File: src/shared/spsc_pkg.sv
// supply control serial port: shared constants, field layout and state type
// assumes a single 100 MHz clock domain on the device side
package spsc_pkg;
  // ----------------------------------------------------------------
  // timing
  // ----------------------------------------------------------------
  localparam int CLK_HZ    = 100_000_000;             // ref_clk rate
  localparam int SW_HZ     = 1_500_000;               // converter switching rate
  localparam int SW_PER    = CLK_HZ / SW_HZ;          // cycles per switching period
  localparam int SW_HALF   = SW_PER / 2;              // half period, 180 degree offset
  localparam int SW_CNT_W  = 7;                       // width of period counter

  // ----------------------------------------------------------------
  // sizes and byte layout
  // ----------------------------------------------------------------
  localparam int NSUP      = 3;                       // bias, reset, offset
  localparam int LVL_W     = 4;                       // level select width
  localparam int BYTE_W    = 8;                       // serial character width
  localparam int ADDR_W    = 7;                       // command address width
  localparam int CMD_RD    = 7;                       // command bit: 1 = read
  localparam int CTL_ON    = 4;                       // on/off bit in a control byte
  localparam int ST_CL_LSB = 3;                       // current limit bits in status byte
  localparam logic [2:0] LAST_BIT = 3'h7;             // last bit index of a byte

  // ----------------------------------------------------------------
  // register addresses
  // ----------------------------------------------------------------
  localparam logic [ADDR_W-1:0] ADR_BIAS  = 7'h00;    // bias control
  localparam logic [ADDR_W-1:0] ADR_RSTR  = 7'h01;    // reset rail control
  localparam logic [ADDR_W-1:0] ADR_OFFS  = 7'h02;    // offset control
  localparam logic [ADDR_W-1:0] ADR_LIVE  = 7'h03;    // unlatched faults, read only
  localparam logic [ADDR_W-1:0] ADR_LATCH = 7'h04;    // latched faults, write 1 clears

  localparam int SUP_BIAS = 0;                        // supply index of bias rail
  localparam int SUP_RSTR = 1;                        // supply index of reset rail
  localparam int SUP_OFFS = 2;                        // supply index of offset rail

  // ----------------------------------------------------------------
  // input synchroniser layout
  // ----------------------------------------------------------------
  localparam int NSYNC  = 9;                          // sck, sel, sdi, 3 uv, 3 cl
  localparam int SY_SCK = 0;
  localparam int SY_SEL = 1;
  localparam int SY_SDI = 2;
  localparam int SY_UV  = 3;
  localparam int SY_CL  = 6;
  localparam logic [NSYNC-1:0] SYNC_RST = 9'h002;     // select idles high

  typedef enum logic [1:0] {
    ST_IDLE = 2'b00,
    ST_CMD  = 2'b01,
    ST_DATA = 2'b11,
    ST_DONE = 2'b10
  } spsc_state_e;
endpackage : spsc_pkg

File: src/rtl/spsc_top.sv
// supply control serial port slave with switching phase generator
// assumes: a serial master clocks bits, faults arrive as async levels,
// open-drain pins are resolved outside from the output enables
// Function
// - switchers at 1.5 MHz, 180 degrees apart
// - per supply: four-bit level, on/off bit
// - live and latched undervoltage, current-limit faults
// - full-duplex byte link, one master
// - select high: idle, data output released
// - select falling starts a new access
// - select high mid-access discards partial transfer
// - input bits sampled on clock falling edge
// - output bits change on clock rising edge
// - open-drain active-low service request output
// - no minimum clock rate, static clock ok
`timescale 1ns/1ps
module spsc_top (
  input  wire logic                      ref_clk,              // 100 MHz clock
  input  wire logic                      reset,                // sync, active high
  input  wire logic                      port_serial_clock,    // serial clock from master
  input  wire logic                      port_select_n,        // access frame, low true
  input  wire logic                      port_serial_in,       // data from master
  output logic                           port_serial_out,      // open-drain data level
  output logic                           port_serial_out_oe,   // high while pulling low
  output logic                           service_req_n,        // open-drain request level
  output logic                           service_req_n_oe,     // high while pulling low
  input  wire logic [spsc_pkg::NSUP-1:0] undervoltage_flag,    // live uv, bit per supply
  input  wire logic [spsc_pkg::NSUP-1:0] current_limit_flag,   // live cl, bit per supply
  output logic [spsc_pkg::LVL_W-1:0]     bias_level,           // bias rail level select
  output logic [spsc_pkg::LVL_W-1:0]     reset_level,          // reset rail level select
  output logic [spsc_pkg::LVL_W-1:0]     offset_level,         // offset rail level select
  output logic                           bias_on,              // bias rail enable
  output logic                           reset_on,             // reset rail enable
  output logic                           offset_on,            // offset rail enable
  output logic                           bias_switch_drive,    // bias switch gate
  output logic                           reset_switch_drive    // reset switch gate
);
  import spsc_pkg::*;

  if (SW_PER < 2 || SW_PER >= (1 << SW_CNT_W)) begin : g_sw_chk
    $error("switching period does not fit its counter");
  end

  // ----------------------------------------------------------------
  // input synchronisers
  // ----------------------------------------------------------------
  logic [NSYNC-1:0] sy1, sy2, sy3, filt;
  logic [NSYNC-1:0] next_filt;
  logic [NSYNC-1:0] raw_in;

  assign raw_in = {current_limit_flag, undervoltage_flag,
                   port_serial_in, port_select_n, port_serial_clock};

  // a level counts only once the second and third stages agree
  always_comb begin
    next_filt = filt;
    for (int i = 0; i < NSYNC; i++) begin
      if (sy2[i] == sy3[i]) begin
        next_filt[i] = sy3[i];
      end
    end
  end

  always_ff @(posedge ref_clk) begin
    if (reset) begin
      sy1  <= SYNC_RST;
      sy2  <= SYNC_RST;
      sy3  <= SYNC_RST;
      filt <= SYNC_RST;
    end else begin
      sy1  <= raw_in;
      sy2  <= sy1;
      sy3  <= sy2;
      filt <= next_filt;
    end
  end

  logic sck_d;
  logic sck_rise, sck_fall, sel_f, sdi_f;
  logic [NSUP-1:0] uv_live, cl_live;

  assign sel_f    = filt[SY_SEL];
  assign sdi_f    = filt[SY_SDI];
  assign uv_live  = filt[SY_UV +: NSUP];
  assign cl_live  = filt[SY_CL +: NSUP];
  // edges found on the filtered clock; a static clock simply yields none
  // no minimum rate
  assign sck_rise = filt[SY_SCK] & ~sck_d;
  assign sck_fall = ~filt[SY_SCK] & sck_d;

  always_ff @(posedge ref_clk) begin
    if (reset) begin
      sck_d <= 1'b0;
    end else begin
      sck_d <= filt[SY_SCK];
    end
  end

  // ----------------------------------------------------------------
  // register read mux
  // ----------------------------------------------------------------
  logic [LVL_W-1:0] lvl [NSUP];
  logic [NSUP-1:0]  on_bits;
  logic [NSUP-1:0]  uv_lat, cl_lat;

  function automatic logic [BYTE_W-1:0] rd_mux(input logic [ADDR_W-1:0] a);
    logic [BYTE_W-1:0] v;
    v = '0;
    case (a)
      ADR_BIAS:  v = {3'h0, on_bits[SUP_BIAS], lvl[SUP_BIAS]};
      ADR_RSTR:  v = {3'h0, on_bits[SUP_RSTR], lvl[SUP_RSTR]};
      ADR_OFFS:  v = {3'h0, on_bits[SUP_OFFS], lvl[SUP_OFFS]};
      ADR_LIVE:  v = {2'h0, cl_live, uv_live};
      ADR_LATCH: v = {2'h0, cl_lat, uv_lat};
      default:   v = '0;
    endcase
    return v;
  endfunction : rd_mux

  // ----------------------------------------------------------------
  // serial engine
  // ----------------------------------------------------------------
  spsc_state_e       state, next_state;
  logic [2:0]        bit_cnt, next_bit_cnt;
  logic [BYTE_W-1:0] shreg, next_shreg;
  logic [BYTE_W-1:0] cmd, next_cmd;
  logic [BYTE_W-1:0] tx, next_tx;
  logic              sdo_oe, next_sdo_oe;
  logic              wr_en;
  logic [BYTE_W-1:0] in_byte;

  assign in_byte = {shreg[BYTE_W-2:0], sdi_f};

  // one command byte then one data byte; extra clocks are ignored
  always_comb begin
    next_state   = state;
    next_bit_cnt = bit_cnt;
    next_shreg   = shreg;
    next_cmd     = cmd;
    next_tx      = tx;
    next_sdo_oe  = sdo_oe;
    wr_en        = 1'b0;
    if (sel_f) begin
      next_state   = ST_IDLE;
      next_bit_cnt = '0;
      next_sdo_oe  = 1'b0;
    end else begin
      case (state)
        ST_IDLE: begin
          next_state   = ST_CMD;
          next_bit_cnt = '0;
        end
        ST_CMD, ST_DATA: begin
          if (sck_fall) begin
            next_shreg   = in_byte;
            next_bit_cnt = bit_cnt + 3'h1;
            if (bit_cnt == LAST_BIT) begin
              if (state == ST_CMD) begin
                next_cmd   = in_byte;
                next_tx    = rd_mux(in_byte[ADDR_W-1:0]);
                next_state = ST_DATA;
              end else begin
                wr_en      = ~cmd[CMD_RD];
                next_state = ST_DONE;
              end
            end
          end
          if (sck_rise && state == ST_DATA && cmd[CMD_RD]) begin
            next_sdo_oe = ~tx[BYTE_W-1];
            next_tx     = {tx[BYTE_W-2:0], 1'b0};
          end
        end
        ST_DONE: begin
          if (sck_rise) begin
            next_sdo_oe = 1'b0;
          end
        end
        default: next_state = ST_IDLE;
      endcase
    end
  end

  always_ff @(posedge ref_clk) begin
    if (reset) begin
      state   <= ST_IDLE;
      bit_cnt <= '0;
      shreg   <= '0;
      cmd     <= '0;
      tx      <= '0;
      sdo_oe  <= 1'b0;
    end else begin
      state   <= next_state;
      bit_cnt <= next_bit_cnt;
      shreg   <= next_shreg;
      cmd     <= next_cmd;
      tx      <= next_tx;
      sdo_oe  <= next_sdo_oe;
    end
  end

  // open drain: only ever pulls low, the master's pull-up gives ones
  assign port_serial_out    = 1'b0;
  assign port_serial_out_oe = sdo_oe;

  // ----------------------------------------------------------------
  // control and fault registers
  // ----------------------------------------------------------------
  logic [LVL_W-1:0] next_lvl [NSUP];
  logic [NSUP-1:0]  next_on, next_uv_lat, next_cl_lat;
  logic [NSUP-1:0]  clr_uv, clr_cl;
  logic             irq_oe, next_irq_oe;

  always_comb begin
    next_lvl = lvl;
    next_on  = on_bits;
    for (int s = 0; s < NSUP; s++) begin
      if (wr_en && cmd[ADDR_W-1:0] == ADDR_W'(s)) begin
        next_lvl[s] = in_byte[LVL_W-1:0];
        next_on[s]  = in_byte[CTL_ON];
      end
    end
  end

  // sticky faults; a new fault beats a clear
  always_comb begin
    clr_uv = '0;
    clr_cl = '0;
    if (wr_en && cmd[ADDR_W-1:0] == ADR_LATCH) begin
      clr_uv = in_byte[NSUP-1:0];
      clr_cl = in_byte[ST_CL_LSB +: NSUP];
    end
    next_uv_lat = (uv_lat & ~clr_uv) | uv_live;
    next_cl_lat = (cl_lat & ~clr_cl) | cl_live;
    next_irq_oe = |{next_uv_lat, next_cl_lat};
  end

  always_ff @(posedge ref_clk) begin
    if (reset) begin
      for (int s = 0; s < NSUP; s++) begin
        lvl[s] <= '0;
      end
      on_bits <= '0;
      uv_lat  <= '0;
      cl_lat  <= '0;
      irq_oe  <= 1'b0;
    end else begin
      lvl     <= next_lvl;
      on_bits <= next_on;
      uv_lat  <= next_uv_lat;
      cl_lat  <= next_cl_lat;
      irq_oe  <= next_irq_oe;
    end
  end

  assign bias_level       = lvl[SUP_BIAS];
  assign reset_level      = lvl[SUP_RSTR];
  assign offset_level     = lvl[SUP_OFFS];
  assign bias_on          = on_bits[SUP_BIAS];
  assign reset_on         = on_bits[SUP_RSTR];
  assign offset_on        = on_bits[SUP_OFFS];
  assign service_req_n    = 1'b0;
  assign service_req_n_oe = irq_oe;

  // ----------------------------------------------------------------
  // switching phase generator
  // ----------------------------------------------------------------
  logic [SW_CNT_W-1:0] sw_cnt, next_sw_cnt;
  logic                next_bias_sw, next_reset_sw;

  // two half-period phases; whole-cycle period, slightly above 1.5 MHz
  always_comb begin
    next_sw_cnt   = (sw_cnt == SW_CNT_W'(SW_PER - 1)) ? '0 : sw_cnt + 1'b1;
    next_bias_sw  = on_bits[SUP_BIAS] && (next_sw_cnt < SW_CNT_W'(SW_HALF));
    next_reset_sw = on_bits[SUP_RSTR] && (next_sw_cnt >= SW_CNT_W'(SW_HALF));
  end

  always_ff @(posedge ref_clk) begin
    if (reset) begin
      sw_cnt             <= '0;
      bias_switch_drive  <= 1'b0;
      reset_switch_drive <= 1'b0;
    end else begin
      sw_cnt             <= next_sw_cnt;
      bias_switch_drive  <= next_bias_sw;
      reset_switch_drive <= next_reset_sw;
    end
  end
endmodule : spsc_top

File: config.mk
export PLATFORM = sky130hd
export DESIGN_NAME = spsc_top
export DESIGN_NICKNAME = d
export VERILOG_FILES = /design/src/shared/spsc_pkg.sv /design/src/rtl/spsc_top.sv
export SDC_FILE = /design/constraint.sdc
export NUM_CORES = 1
export LEC_CHECK = 0
export BUFFER_PORTS_ARGS = -buffer_cell sky130_fd_sc_hd__clkbuf_2
export CAP_MARGIN = 20
export CORE_MARGIN = 3
export CORE_UTILIZATION = 35
export CTS_CLUSTER_SIZE = 8
export DETAILED_ROUTE_END_ITERATION = 16
export GPL_ROUTABILITY_DRIVEN = 0
export HOLD_SLACK_MARGIN = 0.06
export PLACE_DENSITY_LB_ADDON = 0.05
export RECOVER_POWER = 25
export SLEW_MARGIN = 40
export SYNTH_ARGS = -nofsm -noshare
export SYNTH_HDL_FRONTEND = slang
export SYNTH_SLANG_ARGS = --single-unit
export TNS_END_PERCENT = 100
File: constraint.sdc
create_clock -name ref_clk -period 1.94 [get_ports ref_clk]
set_input_delay 0.291 -clock ref_clk [delete_from_list [all_inputs] [get_ports ref_clk]]
set_output_delay 0.291 -clock ref_clk [all_outputs]
set_load 0.01 [all_outputs]
==> parameters.txt <==
Parameter                              Value

Run status
  Outcome    complete, no violations

Power and ir drop
  Internal power    around 2600 uW
  Switching Share    between 20% and 30%
  Leak pwr    between 0.0015 and 0.002 uW
  Largest vdd supply drop    0.000350 V
  Share of power burned in combinational logic    under 10%
  Relative contribution of sequential cells to total power    between 50 and 60%
  Clk pwr share    37.4%
  Cell area power density    around 770 nW/um^2
  Net switching power    around 850 uW
  Sum of internal, switching and leakage power    about 3400 uW

GRT
  Number of antenna violations at the first check in global routing    0
  GRT Residual Overflow    0
  Met3 Use GR    ~2.6%
  Met2 capacity usage during global routing    approximately 21%
  GR peak layer    met1
  Total track usage    14.5%
  Number of global-route vias before repair    around 2,600
  M1 GR Usage    between 20% and 30%
  Largest net degree at the start of global routing    between 60 and 70
  Global-route wire length before repair    ~14,000 microns

Die
  Standard cell core area    about 10,000 sq um
  Die boundary height    roughly 110 microns
  Total Die Area    between 10,000 and 15,000 sq um
  DIE WIDTH    about 110 microns
  Initial cell density of the core    a little over a third
  Std cell rows    37
  I/O pin count    32

Detailed routing
  Vias after detailed routing    between 2,000 and 3,000
  Vias per cell    slightly below 5
  Routed wirelength normalized by instance count    13.7 microns
  Detailed-router iteration count before antenna repair    4
  Drc violations    0
  Total wirelength of the detailed-routed design    8040 microns
  Antenna Nets Post-Route    0
  Initial DRC count    approximately 110

Synth
  Main area contributors after synthesis    dfxtp_1, mux2i_1, nor2_1
  Share of synthesized area occupied by flip-flops and latches    approximately 51%
  FFs w/ async S/R, synth    0%
  Post-synthesis cell count    403
  Ys flop type    dfxtp_1
  Library cell occupying the most area in the post-synthesis netlist    dfxtp_1
  Proportion of netlist area held by the largest area contributor    51.0%
  Mean area per synthesized cell    approximately 9.4 sq um
  Warnings, synthesis    0
  Adder and majority cell fraction of the synthesized area    approximately 1.3%
  Flip-flop and latch count after synthesis    97
  Count of flip-flops with a built-in enable after synthesis    0
  Share of synthesized area spent on multiplexers    around 9%
  Main combinational cell family by area after synthesis    simple AND/OR/NAND/NOR gates
  Synth Area in Simple Gates    23.4%
  Number of distinct library cell variants in the gate-level netlist after synthesis    53
  Xor-xnor portion of the synthesized cell area    0.920%
  Complex-gate fraction of the synthesized area    11.2%
  Netlist area before placement    approximately 3800 sq um

Critical path
  Data arrival time of the critical path    slightly above 2 ns
  Cell count of the worst reg-to-reg path    8
  Cell type of the slowest stage on the worst timing path    dfxtp_1
  Critical path launch point type    flip-flop
  Crit Path Category    flip-flop to flip-flop
  Series of cell instances along the critical path    ha_1 > ha_1 > nor4bb_4 > nand4_1 > buf_4 > o22ai_1 > and4_1 > a31oi_1
  Crit Path Max Fanout    6
  R2r startpoint    bit_cnt[0]
  Setup crit end kind    flip-flop
  CP peak stage delay    around 0.36 ns
  Flop2flop setup slack    0.17 ns
  Most used cell along the critical path    ha_1
  Destination of the worst register-to-register timing path    service_req_n_oe
  Data required, critical path    about 2.2 ns

Cells and area
  Number of nets in the finished design    461
  Antenna Cells    0
  Layout Cell Area excl Fill    4440 sq um
  Most used cells in the layout excluding fill and tap cells    dfxtp_1, nor2_1, nand2_1
  Fraction of layout instances using a drive strength above 1    a little over a fifth
  Area added between synthesis and finish    16.7%
  Leading cell type in the layout, fill and taps excluded    dfxtp_1
  Non-filler cells in the finished layout    587

Placed design
  Area after DPL    4220 sq um
  # port buffers    29
  Post-detailed-placement half-perimeter wirelength    around 5500 microns
  Placement-stage worst setup slack    -0.0521 ns
  Placed Cells    570

Min path
  Min-Delay Path Depth    2
  Hold Crit Endpoint    sy1[1]
  Type of the tightest min-delay check    input pin to flip-flop
  Hold path start    port_select_n

Timing
  Time the final worst path needs with I/O delays and setup    1.77 ns
  Share of the clock period used by the worst path after layout    between 90% and 100%
  Max transition margin    a little under half
  Unrepaired setup endpoints after global routing    false
  Worst setup margin    ~0.17 ns
  Max Slew Vio Count    0
  Final setup violating endpoints    0
  Sum Neg Setup Slack    0 ns
  Worst-margin pin slew    about 0.8 ns
  Highest achievable clock rate    roughly 570 MHz
  Skew final    0.00967 ns
  Hold Fails Final Rpt    0

Run
  Max Cap Violations    0

Clock network
  Buffer type at the clock tree root    clkbuf_8
  Worst-case clock buffer depth    2
  Clk_lat worst skew    0.37 ns
  TritonCTS sink count    97
  CTS Buf Count    9
  Post-CTS Hold Fix Bufs    0
  Clock-pin slew reported for the worst setup and hold paths after clock tree synthesis    around 0.10 ns
  H-tree levels    3
  Clock tree from TritonCTS    yes
registers in the layout (all words and copies together), names as in the netlist:
| register | cells |
|---|---|
| bit_cnt | 3 |
| on_bits | 3 |
| uv_lat | 3 |
| cmd | 8 |
| filt | 9 |
| state | 2 |
| sy2 | 9 |
| sy1 | 9 |
| cl_lat | 3 |
| port_serial_out_oe | 1 |
| offset_level | 4 |
| reset_level | 4 |
| service_req_n_oe | 1 |
| sw_cnt | 7 |
| bias_switch_drive | 1 |
| tx | 8 |
| sck_d | 1 |
| reset_switch_drive | 1 |
| sy3 | 9 |
| shreg | 7 |
| bias_level | 4 |
cells by family after synthesis:
kind of cell	Yosys count
buf+inv	28
compound gates	66
flops	97
mux	33
fa+ha+maj	4
other cells	1
simple gates	170
xor+xnor	4
timing repair:
item	4_1_cts	5_1_grt
setup endpoints to repair	1	9
pin swaps	1	0
setup buffers	1	0
resized for setup	0	6
Yosys cell counts (2+ instances only):
| cell | count |
|---|---|
| dfxtp_1 | 97 |
| nor2_1 | 51 |
| nand2_1 | 41 |
| nor2b_1 | 27 |
| mux2i_1 | 24 |
| a21oi_1 | 21 |
| clkbuf_1 | 15 |
| mux2_2 | 9 |
| nor3_1 | 9 |
| o21ai_0 | 9 |
| o22ai_1 | 8 |
| nand2b_1 | 7 |
| a22o_1 | 6 |
| a31oi_1 | 6 |
| buf_2 | 6 |
| nand3_1 | 6 |
| inv_1 | 5 |
| a41oi_1 | 4 |
| ha_1 | 4 |
| a22oi_1 | 3 |
| or2_2 | 3 |
| xnor2_1 | 3 |
| and2_1 | 2 |
| and3b_1 | 2 |
| buf_4 | 2 |
| nand4_1 | 2 |
| nor3b_1 | 2 |
| nor4bb_1 | 2 |
| o21bai_1 | 2 |
| or3_1 | 2 |
cell type report:
class,count,area [sq um]
sequential,97,1940
clock inverter,7,62.6
multi-input combinational,279,1780
timing repair buffer,54,340
clock buffer,9,124
inverter,5,18.8
fill,1088,6020
tap,136,170
critical path, delay by kind of cell, from the launching register on:
kind	cells	cell delay (ns)
buf+inv	1	0.18
flops	1	0.36
compound gates	2	0.25
fa+ha+maj	2	0.31
simple gates	3	0.55
power by group through the flow:
stage | sequential (uW) | combinational, uW | clock, uW
5_1_grt | 2040 | 105 | 1420
2_1_floorplan | 2080 | 71.1 | 0
4_1_cts | 2040 | 94.3 | 1330
3_3_place_gp | 2080 | 93.6 | 0
3_5_place_dp | 2080 | 94.2 | 0
6_report | 2040 | 91.6 | 1270
per-stage QoR:
| step | util [%] | hold slack, ns |
|---|---|---|
| 2_1_floorplan | - | 0.389 |
| 3_3_place_gp | 40.3 | 0.396 |
| 3_5_place_dp | 40.3 | 0.393 |
| 4_1_cts | 42.2 | 0.0786 |
| 5_1_grt | 42.5 | 0.0995 |
| 6_report | 42.5 | 0.0961 |
worst max-delay path by stage:
stage / from / depth (start not counted) / slack (ns) / end
6_report: bit_cnt[0] / 8 / 0.17 / service_req_n_oe
5_1_grt: bit_cnt[1] / 8 / 0.02 / service_req_n_oe
4_1_cts: bit_cnt[0] / 8 / 0.06 / service_req_n_oe
3_5_place_dp: bit_cnt[0] / 7 / -0.05 / service_req_n_oe
3_3_place_gp: bit_cnt[0] / 7 / 0.05 / service_req_n_oe
2_1_floorplan: bit_cnt[0] / 7 / 0.19 / offset_level[3]
per-layer routing:
layer / vias to the layer above / routed length, microns
met2: 43 / 3380
li1: 1464 / -
met4: 0 / 118
met3: 9 / 304
met1: 1317 / 4230
met5: - / 0
(Power assumes the default switching activity.)
